$ cat src/verilog/alu_slice_pkg.sv
`default_nettype none

package alu_slice_pkg;

	// Data path and register bus widths.
	localparam int unsigned WORD_W = 32;
	localparam int unsigned SHIFT_AMT_W = 8;
	localparam int unsigned IMM_AMT_W = 6;
	localparam int unsigned IDX_W = 6;
	localparam int unsigned IDX_LSB = 2;
	localparam int unsigned FLAGS_W = 4;
	localparam int unsigned TRANS_ACTIVE_BIT = 1;

	// Word indices of the registers; the byte address is four times the index.
	localparam logic [5:0] IDX_FIRST = 6'h00;
	localparam logic [5:0] IDX_SECOND = 6'h01;
	localparam logic [5:0] IDX_CTRL = 6'h02;
	localparam logic [5:0] IDX_RESULT = 6'h03;
	localparam logic [5:0] IDX_FLAGS = 6'h04;

	// Reset values and fixed bus answers.
	localparam logic [31:0] WORD_RST = 32'h0000_0000;
	localparam logic [3:0] FLAGS_RST = 4'h0;
	localparam logic HRESP_OKAY = 1'b0;

	// Shift and count figures used by the shifter and the leading zero count.
	localparam logic [7:0] AMT_ZERO = 8'h00;
	localparam logic [7:0] WORD_BITS = 8'h20;
	localparam logic [5:0] CLZ_ALL_ZERO = 6'h20;

	// Operation select; the control word carries its ordinal.
	typedef enum logic [4:0] {
		OP_AND,
		OP_EXCLUSIVE_OR,
		OP_BITWISE_OR,
		OP_AND_NOT,
		OP_OR_NOT,
		OP_LOGICAL_SHIFT_LEFT,
		OP_LOGICAL_SHIFT_RIGHT,
		OP_ARITH_SHIFT_RIGHT,
		OP_ROTATE_RIGHT,
		OP_ROTATE_RIGHT_EXTEND,
		OP_LEADING_ZERO_COUNT,
		OP_ADD,
		OP_ADD_WITH_CARRY,
		OP_SUB,
		OP_SUBTRACT_WITH_BORROW,
		OP_COMPARE_SUB,
		OP_COMPARE_ADD_NEGATIVE
	} op_t;

	// Control word; a write to it starts one operation.
	typedef struct packed {
		logic [15:0] spare;
		logic op2_carry;
		logic op2_carry_valid;
		logic only_if_higher;
		logic [5:0] imm_amount;
		logic amount_from_reg;
		logic set_flags;
		logic [4:0] opcode;
	} ctrl_t;

	// Condition flags, negative down to overflow.
	typedef struct packed {
		logic n;
		logic z;
		logic c;
		logic v;
	} flags_t;

	// What one operation produces.
	typedef struct packed {
		logic [31:0] result;
		logic write_result;
		flags_t flags;
	} exec_t;

	// Kind of bus data phase in progress.
	typedef enum logic [1:0] {
		PH_IDLE,
		PH_WRITE,
		PH_READ
	} phase_t;

	// Whole state of the slice.
	typedef struct packed {
		logic [31:0] op_a;
		logic [31:0] op_b;
		ctrl_t ctrl;
		logic [31:0] result;
		flags_t flags;
		phase_t phase;
		logic [5:0] widx;
		logic [31:0] hrdata;
		logic hreadyout;
	} state_t;

endpackage

`default_nettype wire

$ cat src/verilog/logic_shift_clz_alu.sv
// The implementer's own choices: the address map and the AHB-Lite interface to the registers.
`default_nettype none

module logic_shift_clz_alu #(
	parameter int unsigned DATA_W = 32
) (
	input wire logic CLOCK,
	input wire logic SYS_RST,
	input wire logic HSEL,
	input wire logic [31:0] HADDR,
	input wire logic [1:0] HTRANS,
	input wire logic HWRITE,
	input wire logic [2:0] HSIZE,
	input wire logic [31:0] HWDATA,
	input wire logic HREADY,
	output logic [31:0] HRDATA,
	output logic HREADYOUT,
	output logic HRESP,
	output logic [31:0] RESULT_WORD,
	output alu_slice_pkg::flags_t FLAGS_NZCV
);
	import alu_slice_pkg::*;

	// The datapath is built for one word width only.
	if (DATA_W != WORD_W) begin : g_width_check
		$error("logic_shift_clz_alu serves a 32-bit data width only.");
	end

	// Whole state in one register; the operation itself is combinational.
	state_t cur_q;
	state_t nxt_d;
	exec_t ex;
	logic addr_taken;

	// Counts the zero bits above the highest set bit of a word.
	// The found flag keeps the first set bit met from the top; lower ones are ignored.
	function automatic logic [5:0] count_leading(input logic [31:0] w);
		logic [5:0] cnt;
		logic found;
		cnt = CLZ_ALL_ZERO;
		found = 1'b0;
		for (int i = WORD_W - 1; i >= 0; i--) begin
			if (w[i] && !found) begin
				found = 1'b1;
				cnt = 6'(WORD_W - 1 - i);
			end
		end
		return cnt;
	endfunction

	// Adds two words and a carry in, giving the sum with its C and V flags.
	// Subtraction passes the inverted operand with a carry in of one, so C means no borrow.
	// V is set when both addends share a sign that the sum does not.
	function automatic logic [33:0] add_with_flags(
		input logic [31:0] a,
		input logic [31:0] b,
		input logic cin
	);
		logic [32:0] sum;
		logic ovf;
		sum = {1'b0, a} + {1'b0, b} + {32'h0000_0000, cin};
		ovf = (a[31] == b[31]) && (sum[31] != a[31]);
		return {ovf, sum};
	endfunction

	// Runs one operation on the operands and the current flags.
	function automatic exec_t execute(
		input ctrl_t c,
		input logic [31:0] a,
		input logic [31:0] b,
		input flags_t f
	);
		exec_t r;
		logic [7:0] amt;
		logic [63:0] wide;
		logic [63:0] rot;
		logic [33:0] arith;
		logic [31:0] res;
		logic shift_c;
		logic use_shift_c;
		logic arith_flags;
		logic logic_flags;
		logic do_write;
		logic known;
		// Every local starts from a safe value so that no path keeps a stale carry.
		r = '0;
		r.flags = f;
		wide = '0;
		rot = '0;
		arith = '0;
		res = '0;
		shift_c = f.c;
		use_shift_c = 1'b0;
		arith_flags = 1'b0;
		logic_flags = 1'b0;
		do_write = 1'b1;
		known = 1'b1;
		amt = c.amount_from_reg ? b[SHIFT_AMT_W-1:0] : {2'b00, c.imm_amount};
		case (op_t'(c.opcode))
			OP_AND: res = a & b;
			OP_EXCLUSIVE_OR: res = a ^ b;
			OP_BITWISE_OR: res = a | b;
			OP_AND_NOT: res = a & ~b;
			OP_OR_NOT: res = a | ~b;
			// The shifters work on a double-width word, so lengths from 1 to 255 need no
			// special case; the bit next to the kept half is the last one shifted out.
			// left by amount
			OP_LOGICAL_SHIFT_LEFT: begin
				wide = {32'h0000_0000, a} << amt;
				res = wide[31:0];
				shift_c = wide[32];
				use_shift_c = 1'b1;
			end
			OP_LOGICAL_SHIFT_RIGHT: begin
				wide = {a, 32'h0000_0000} >> amt;
				res = wide[63:32];
				shift_c = wide[31];
				use_shift_c = 1'b1;
			end
			OP_ARITH_SHIFT_RIGHT: begin
				wide = 64'($signed({a, 32'h0000_0000}) >>> amt);
				res = wide[63:32];
				shift_c = wide[31];
				use_shift_c = 1'b1;
			end
			// Only five bits of the length matter; a nonzero multiple of 32 keeps the word.
			// bits reinserted on top
			OP_ROTATE_RIGHT: begin
				rot = {a, a} >> amt[4:0];
				res = rot[31:0];
				shift_c = rot[31];
				use_shift_c = 1'b1;
			end
			OP_ROTATE_RIGHT_EXTEND: begin
				res = {f.c, a[31:1]};
				shift_c = a[0];
				use_shift_c = 1'b1;
			end
			OP_LEADING_ZERO_COUNT: begin
				res = {26'h0000000, count_leading(a)};
			end
			OP_ADD: begin
				arith = add_with_flags(a, b, 1'b0);
				arith_flags = 1'b1;
			end
			OP_ADD_WITH_CARRY: begin
				arith = add_with_flags(a, b, f.c);
				arith_flags = 1'b1;
			end
			OP_SUB: begin
				arith = add_with_flags(a, ~b, 1'b1);
				arith_flags = 1'b1;
			end
			OP_SUBTRACT_WITH_BORROW: begin
				arith = add_with_flags(a, ~b, f.c);
				arith_flags = 1'b1;
			end
			OP_COMPARE_SUB: begin
				arith = add_with_flags(a, ~b, 1'b1);
				arith_flags = 1'b1;
				do_write = 1'b0;
			end
			OP_COMPARE_ADD_NEGATIVE: begin
				arith = add_with_flags(a, b, 1'b0);
				arith_flags = 1'b1;
				do_write = 1'b0;
			end
			// Unknown opcodes write nothing, so a stray code leaves result and flags alone.
			default: begin
				known = 1'b0;
				do_write = 1'b0;
			end
		endcase
		// Arithmetic results come from the adder, whose upper bits hold C and V.
		if (arith_flags) begin
			res = arith[31:0];
		end
		// Logical ops and shifts share the N and Z update; the count is left out.
		logic_flags = known && !arith_flags
			&& (op_t'(c.opcode) != OP_LEADING_ZERO_COUNT);
		if (use_shift_c && (op_t'(c.opcode) != OP_ROTATE_RIGHT_EXTEND) && (amt == AMT_ZERO)) begin
			shift_c = f.c;
		end
		r.result = res;
		r.write_result = do_write;
		if (c.set_flags || !do_write) begin
			if (arith_flags) begin
				r.flags = '{n: res[31], z: (res == WORD_RST), c: arith[32], v: arith[33]};
			end else if (logic_flags) begin
				r.flags.n = res[31];
				r.flags.z = (res == WORD_RST);
				if (use_shift_c) begin
					r.flags.c = shift_c;
				end else if (c.op2_carry_valid) begin
					r.flags.c = c.op2_carry;
				end
			end
		end
		if (op_t'(c.opcode) == OP_LEADING_ZERO_COUNT) begin
			r.flags = f;
		end
		// The gate comes last so that it also holds back the flags of any opcode.
		// higher condition gate
		if (c.only_if_higher && !(f.c && !f.z)) begin
			r.result = WORD_RST;
			r.write_result = 1'b0;
			r.flags = f;
		end
		return r;
	endfunction

	// An address phase is taken when the slave is selected for an active transfer on a ready bus.
	assign addr_taken = HSEL && HTRANS[TRANS_ACTIVE_BIT] && HREADY;

	// Operation on the control word arriving in a write data phase.
	assign ex = execute(ctrl_t'(HWDATA), cur_q.op_a, cur_q.op_b, cur_q.flags);

	// Next state: finish the open data phase, then take a new address phase.
	// Execution reads the operand registers as they stood before this data phase,
	// so operands must be written in earlier transfers than the control word.
	always_comb begin
		nxt_d = cur_q;
		case (cur_q.phase)
			PH_WRITE: begin
				case (cur_q.widx)
					IDX_FIRST: nxt_d.op_a = HWDATA;
					IDX_SECOND: nxt_d.op_b = HWDATA;
					IDX_CTRL: begin
						nxt_d.ctrl = ctrl_t'(HWDATA);
						if (ex.write_result) begin
							nxt_d.result = ex.result;
						end
						nxt_d.flags = ex.flags;
					end
					IDX_FLAGS: nxt_d.flags = flags_t'(HWDATA[FLAGS_W-1:0]);
					// Writes to the result word or to unmapped words are ignored.
					default: nxt_d.result = cur_q.result;
				endcase
			end
			PH_READ: begin
				// Read data comes from the registers as they stand once the phase has begun.
				case (cur_q.widx)
					IDX_FIRST: nxt_d.hrdata = cur_q.op_a;
					IDX_SECOND: nxt_d.hrdata = cur_q.op_b;
					IDX_CTRL: nxt_d.hrdata = cur_q.ctrl;
					IDX_RESULT: nxt_d.hrdata = cur_q.result;
					IDX_FLAGS: nxt_d.hrdata = {28'h0000000, cur_q.flags};
					default: nxt_d.hrdata = WORD_RST;
				endcase
				nxt_d.hreadyout = 1'b1;
			end
			PH_IDLE: nxt_d.hreadyout = 1'b1;
			default: nxt_d.hreadyout = 1'b1;
		endcase
		// Reads get one wait state so they see any write just before them.
		// The wait costs a cycle per read but keeps the read mux off the write path.
		if (addr_taken) begin
			nxt_d.widx = HADDR[IDX_LSB+IDX_W-1:IDX_LSB];
			nxt_d.phase = HWRITE ? PH_WRITE : PH_READ;
			nxt_d.hreadyout = HWRITE;
		end else begin
			nxt_d.phase = PH_IDLE;
		end
	end

	// State register with synchronous reset.
	// Reset leaves the bus idle with ready high, so a transfer may follow at once.
	always_ff @(posedge CLOCK) begin
		if (SYS_RST) begin
			cur_q <= '{
				op_a: WORD_RST,
				op_b: WORD_RST,
				ctrl: ctrl_t'(WORD_RST),
				result: WORD_RST,
				flags: flags_t'(FLAGS_RST),
				phase: PH_IDLE,
				widx: IDX_FIRST,
				hrdata: WORD_RST,
				hreadyout: 1'b1
			};
		end else begin
			cur_q <= nxt_d;
		end
	end

	// Outputs other than HRESP come straight from the state register.
	// HRESP is tied to OKAY because no access is ever refused.
	assign HRDATA = cur_q.hrdata;
	assign HREADYOUT = cur_q.hreadyout;
	assign HRESP = HRESP_OKAY;
	assign RESULT_WORD = cur_q.result;
	assign FLAGS_NZCV = cur_q.flags;

endmodule

`default_nettype wire

$ cat config.mk
export PLATFORM = sky130hd
export DESIGN_NAME = logic_shift_clz_alu
export DESIGN_NICKNAME = d
export VERILOG_FILES = /design/src/verilog/alu_slice_pkg.sv /design/src/verilog/logic_shift_clz_alu.sv
export SDC_FILE = /design/constraint.sdc
export NUM_CORES = 1
export LEC_CHECK = 0
export BUFFER_PORTS_ARGS = -buffer_cell sky130_fd_sc_hd__buf_2
export CAP_MARGIN = 15
export CELL_PAD_IN_SITES_DETAIL_PLACEMENT = 1
export CELL_PAD_IN_SITES_GLOBAL_PLACEMENT = 2
export CORE_MARGIN = 1.5
export CORE_UTILIZATION = 30
export CTS_BUF_LIST = sky130_fd_sc_hd__clkbuf_2 sky130_fd_sc_hd__clkbuf_4 sky130_fd_sc_hd__clkbuf_8
export CTS_CLUSTER_DIAMETER = 100
export CTS_CLUSTER_SIZE = 24
export DETAILED_ROUTE_END_ITERATION = 7
export PLACE_DENSITY_LB_ADDON = 0.1
export SLEW_MARGIN = 20
export SYNTH_ARGS = -nofsm -noshare
export SYNTH_HDL_FRONTEND = slang
export SYNTH_SLANG_ARGS = --single-unit
$ cat constraint.sdc
create_clock -name CLOCK -period 17.8 [get_ports CLOCK]
set_input_delay 2.67 -clock CLOCK [delete_from_list [all_inputs] [get_ports CLOCK]]
set_output_delay 2.67 -clock CLOCK [all_outputs]
set_load 0.03 [all_outputs]
==> Word-level counts from Yosys, hierarchy flattened <==
Index checks and enable logic that the tools add are counted.
{ "op_classes": {"n_eq_ne": 39, "shift": 4, "bitwise_logic": 7, "add_sub_neg": 5, "n_mux": 117, "n_reduce_logical": 98} }
{ "ops": {"columns": ["op", "n"], "rows": [
  ["$pmux 32 s11", 1],
  ["$mux 6", 32],
  ["$pmux 32 s5", 1],
  ["$pmux 34 s4", 1],
  ["$mux 1", 72],
  ["$add 32x32->33", 2],
  ["$add 33x1->33", 2],
  ["$and 32x32->32", 2],
  ["$or 32x32->32", 2],
  ["$shr 64x5->32", 1],
  ["$shr 64x8->64", 1],
  ["$sshr 64x8->64", 1],
  ["$logic_and 1x1->1", 43],
  ["$eq 5x4->1 const B", 8],
  ["$mux 37", 1],
  ["$logic_not 1->1", 35],
  ["$add 33x1->33 const B", 1],
  ["$shl 32x8->33", 1],
  ["$logic_not 32->1", 1],
  ["$mux 32", 1],
  ["$not 32->32", 1],
  ["$xor 32x32->32", 1],
  ["$eq 5x3->1 const B", 4],
  ["$reduce_or 17->1", 1],
  ["other kinds (35)", 54]
]} }
{ "totals": {"word_cells": 289, "input_bits": 74, "reg_bits": 173, "output_inout_bits": 70} }

==> Logic depth before layout (Yosys ltp) <==
{ "logic_depth": {"ltp_word": 134, "depth_mapped": 21, "mapped_depth_nobuf": 19} }

==> Least setup slack after synthesis <==
No wires, ideal clock.
{ "synth_timing": {"kind": "input -> register", "from": "input HWDATA[6]", "to": "register cur_q, in the netlist FLAGS_NZCV[2]", "setup_time_ns": 0.096, "arrival_time_ns": 6.623, "setup_slack_ns": 11.082, "cell_stages": 15, "n_path_buf": 3, "required_ns": 17.704, "cell_sequence": "mux2_2 clkbuf_1 buf_2 buf_2 mux4_2 mux2i_1 nor2_1 a221o_1 a221oi_1 o21ai_0 a221oi_1 o211a_1 nand2_1 or4_1 o41ai_2"} }
{ "synth_via": {"elab_chain_cells": 11, "word_cells_on_any_way": 14, "cone_classes": "4 x shift; 9 x mux; 1 x reduce/logical"} }
{ "synth_rtl": {"columns": ["element", "line", "source"], "rows": [
  ["start, declared", "logic_shift_clz_alu.sv:14", "input wire logic [31:0] HWDATA,"],
  ["$mux 8 (*)", "logic_shift_clz_alu.sv:98", "amt = c.amount_from_reg ? b[SHIFT_AMT_W-1:0] : {2'b00, c.imm_amount};"],
  ["$sshr 64x8->64, or another cell as far along", "logic_shift_clz_alu.sv:121", "wide = 64'($signed({a, 32'h0000_0000}) >>> amt);"],
  ["$pmux 32 s11 (*)", "logic_shift_clz_alu.sv:99", "case (op_t'(c.opcode))"],
  ["$mux 32 (*)", "logic_shift_clz_alu.sv:175", "if (arith_flags) begin"],
  ["$logic_not 32->1 (*)", "logic_shift_clz_alu.sv:188, logic_shift_clz_alu.sv:191", null],
  ["$mux 3", "logic_shift_clz_alu.sv:189", "end else if (logic_flags) begin"],
  ["$mux 3 (*)", "logic_shift_clz_alu.sv:187", "if (arith_flags) begin"],
  ["$mux 4 (*)", "logic_shift_clz_alu.sv:186", "if (c.set_flags || !do_write) begin"],
  ["$mux 4 (*)", "logic_shift_clz_alu.sv:199", "if (op_t'(c.opcode) == OP_LEADING_ZERO_COUNT) begin"],
  ["$mux 37 (*)", "logic_shift_clz_alu.sv:204", "if (c.only_if_higher && !(f.c && !f.z)) begin"],
  ["$pmux 4 s2 (*)", "logic_shift_clz_alu.sv:225", "case (cur_q.widx)"],
  ["end signal, assigned", "logic_shift_clz_alu.sv:270", "cur_q <= '{"],
  ["end signal, assigned", "logic_shift_clz_alu.sv:282", "cur_q <= nxt_d;"],
  ["end, declared", "logic_shift_clz_alu.sv:30", "state_t cur_q;"]
]} }
Every way passes the cells marked *; elsewhere a longest branch is shown, timed or not. The select of a mux whose other input is x is not followed.
A chain may end at the register's enable or synchronous reset.

==> Worst setup path after layout <==
Same ends and word-level chain as after synthesis.

==> key figures <==
Status
  – Status: completed

Global routing
  – Initial antenna violation count: 15
  – Vias in the first global route: 27670
  – Largest net degree at the start of global routing: 105
  – Overflow after GRT: 0
  – GRT Total Usage: 39.54%
  – First-pass GRT wire length: 221200 microns

Power and ir drop
  – Switching share of power: 42.81%
  – Sequential Power Share: 35.7%
  – P per Cell Area: 43.65 mW/mm^2
  – Clock power frac: 28.3%
  – LEAKAGE: 0.008884 uW
  – Final Total Pwr: 1096 uW
  – Max VDD drop: 48.39 uV
  – Combinational cell fraction of total power: 35.9%
  – Internal power consumption: 626.7 uW
  – Net switching power: 469.0 uW

Route
  – Post-DR vias/cell: 6.655
  – DRC Markers: 0
  – DR WL/cell: 37.56 microns
  – Via count: 28490
  – Initial drt markers: 3169
  – Drt pass-1 iters: 7
  – DRT antenna net count: 0
  – Final wirelength: 160800 microns

Worst setup path
  – Top cell by count, worst path: buf_4
  – Crit-path cells: buf_2 -> buf_4 -> mux2_2 -> buf_4 -> mux4_2 -> mux2i_1 -> nor2_1 -> a311oi_1 -> buf_4 -> o2111ai_1 -> nor3_1 -> o221ai_1 -> a221oi_1 -> nand4_1 -> o41ai_2
  – Slowest cell on the critical path: nor3_1
  – Crit path largest cell delay: 0.93 ns
  – Type of origin of the critical path: input port
  – Crit. End Element: register
  – Setup CP Type: input port to register
  – Critical path fanouts, max: 57
  – Critical path's top delay family: compound AO/OA/AOI/OAI gates
  – Crit path DAT: 9.09 ns
  – R2R Setup Slk: 10.43 ns
  – WP buf/inv: 4
  – Critical path required time: 18.21 ns

Timing
  – Setup TNS: 0 ns
  – # setup viols final: 0
  – Fmax: 115.2 MHz
  – Min Tclk post-route: 8.680 ns
  – Pins Over Slew Limit: 0
  – RSZ-0062 raised after global routing: no
  – Worst Tran Pin Value: 1.275 ns
  – Final Hold Fails: 0
  – Max_slew headroom: 12.82%
  – Period utilization: 48.77%
  – Clk_skew: 0.02957 ns

Final layout
  – Area growth syn-to-layout: 7.778%
  – Fraction of layout cells with a size suffix above 1: 14.20%
  – Post-layout util: 32.84%
  – Layout Cells excl Fill: 4280
  – Commonest cells after routing, fill and taps aside: nand2_1 (445), nor2_1 (310), a21oi_1 (310), dfxtp_1 (169), o21ai_0 (162)
  – # nets final: 3378
  – Fin area: 0.02510 sq mm
  – Leading cell type in the layout, fill and taps excluded: nand2_1

Die
  – Die Y: 281.6 microns
  – Initial Utilization: 30.47%
  – I/O pin count: 144
  – Die W: 281.6 microns
  – Std-Cell Rows: 101
  – Core Box Area: 0.07645 sq mm
  – Die ar.: 0.07932 sq mm

Place
  – Inst Count DP: 4244
  – PortBufs: 112
  – GP Congestion: 1.026
  – HPWL reported at the end of detailed placement: 123000 microns
  – Dpl cell area: 0.02463 sq mm

Synth
  – Register area share after synthesis: 14.87%
  – Syn Inst Count: 3333
  – Primary FF master, synth: dfxtp_1
  – Netlist cell types: 104
  – Async SR Flop Fraction: 0%
  – Average cell area after synthesis: 6.988 sq um
  – Mapped Area: 0.02329 sq mm
  – Number of synthesized flops with an enable pin: 0
  – Seq cells post-synth: 173
  – Synth Net Count: 3478
  – Synth warn: 0

Clock tree
  – CTS Root Buffer Type: clkbuf_8
  – Clock latency on the worst-skew pair: 0.51 ns
  – Htree depth: 4
  – Setup Buffers After CTS: 0
  – TritonCTS Sinks: 173
  – CTS tree: built
  – Clk buf depth: 2
  – Post-cts sizing count: 0
  – TritonCTS buffer count: 17
  – Post-CTS Hold Buffers: 0
  – Clk slew on worst S/H paths: 0.11 ns

Flow run
  – Max-cap violation count: 0

Worst hold path
  – Worst Hold Class: register to register
power by group through the flow:
stage          sequential (uW)  clock, uW  combinational (uW)
2_1_floorplan              399          0                 238
3_3_place_gp               400          0                 374
3_5_place_dp               400          0                 379
4_1_cts                    391        316                 381
5_1_grt                    392        331                 410
6_report                   391        310                 394
kinds of logic (layout without fill, tap and decap cells):
logic type / after synthesis / count (layout) / synth area share (%)
other cells: 1 / 5 / 0.01610
xor+xnor: 103 / 103 / 3.937
flops: 173 / 173 / 14.87
buf+inv: 442 / 355 / 8.364
fa+ha+maj: 71 / 71 / 3.878
compound gates: 1018 / 1018 / 28.90
mux: 217 / 217 / 13.33
simple gates: 1308 / 1308 / 26.71
final cells by class:
| cell class | instances | area (sq um) |
|---|---|---|
| diodes | 4 | 10.01 |
| clock inverters | 15 | 210.2 |
| flip-flops and latches | 173 | 3468 |
| inverters | 87 | 326.6 |
| fillers | 9580 | 51350 |
| well taps | 1030 | 1289 |
| multi-input cells | 2718 | 18070 |
| clock buffers | 17 | 234.0 |
| repair buffers | 236 | 1498 |
cell usage after synthesis, types with 13 or more instances:
cell / count / area share (%)
xor2_1: 24 / 0.90
o31ai_1: 29 / 0.93
xnor2_1: 78 / 2.9
buf_2: 18 / 0.39
o22ai_1: 77 / 2.1
or4_1: 19 / 0.61
a221oi_1: 21 / 0.79
or2_2: 24 / 0.64
or3_1: 28 / 0.75
ha_1: 69 / 3.7
mux4_2: 73 / 7.1
a21oi_1: 310 / 6.7
and3_1: 21 / 0.56
buf_4: 69 / 2.2
clkbuf_1: 229 / 3.7
nor2b_1: 29 / 0.78
nor3b_1: 13 / 0.42
and2_1: 21 / 0.56
mux2_2: 15 / 0.73
buf_1: 38 / 0.61
nand2_1: 446 / 7.2
mux2i_1: 129 / 5.5
nand3_1: 90 / 1.9
inv_1: 85 / 1.4
o221ai_1: 31 / 1.2
dfxtp_1: 173 / 15
nor2_1: 316 / 5.1
o21ai_0: 165 / 3.5
o211ai_1: 41 / 1.3
nor4_1: 54 / 1.5
o2111ai_1: 20 / 0.75
nand4_1: 41 / 1.1
nor3_1: 120 / 2.6
a31oi_1: 29 / 0.78
a211oi_1: 53 / 1.7
nand2b_1: 26 / 0.70
a2111oi_0: 13 / 0.49
a22oi_1: 52 / 1.7
worst paths after layout:
kind                                  from       endpoint  depth (start not counted)
worst max-delay path             HWDATA[6]  FLAGS_NZCV[2]                         15
worst min-delay path             cur_q[82]      cur_q[82]                          2
worst max register to register  cur_q[112]  FLAGS_NZCV[2]                         15
worst min register to register   cur_q[82]      cur_q[82]                          2
registers in the layout, summed over array words and instances, names as in the netlist:
register and cells:
RESULT_WORD 32, HRDATA 32, FLAGS_NZCV 4, HREADYOUT 1, cur_q 104
worst min-delay path: cells and delay by family (launching register included):
kind | cells | cell delay, ns
flops | 1 | 0.32
compound gates | 1 | 0.05
simple gates | 1 | 0.05
stage by stage:
step                      worst slack [ns]  hold slack, ns
final                                9.120          0.4583
after global routing                 8.993          0.4760
after CTS                            9.275          0.4618
after detailed placement             8.754          0.4479
after global placement               8.778          0.4382
after floorplan                      11.08          0.4331
metal layers:
layer  wire, microns  vias to the layer above  global-route usage (%)
met5              16                        -                       0
met4           11670                        4                   23.93
met3           11870                      383                   6.927
met2           72330                     1429                   63.50
met1           64900                    14500                   49.32
li1                -                    12170                       -
Power figures use the tool's default switching activity.
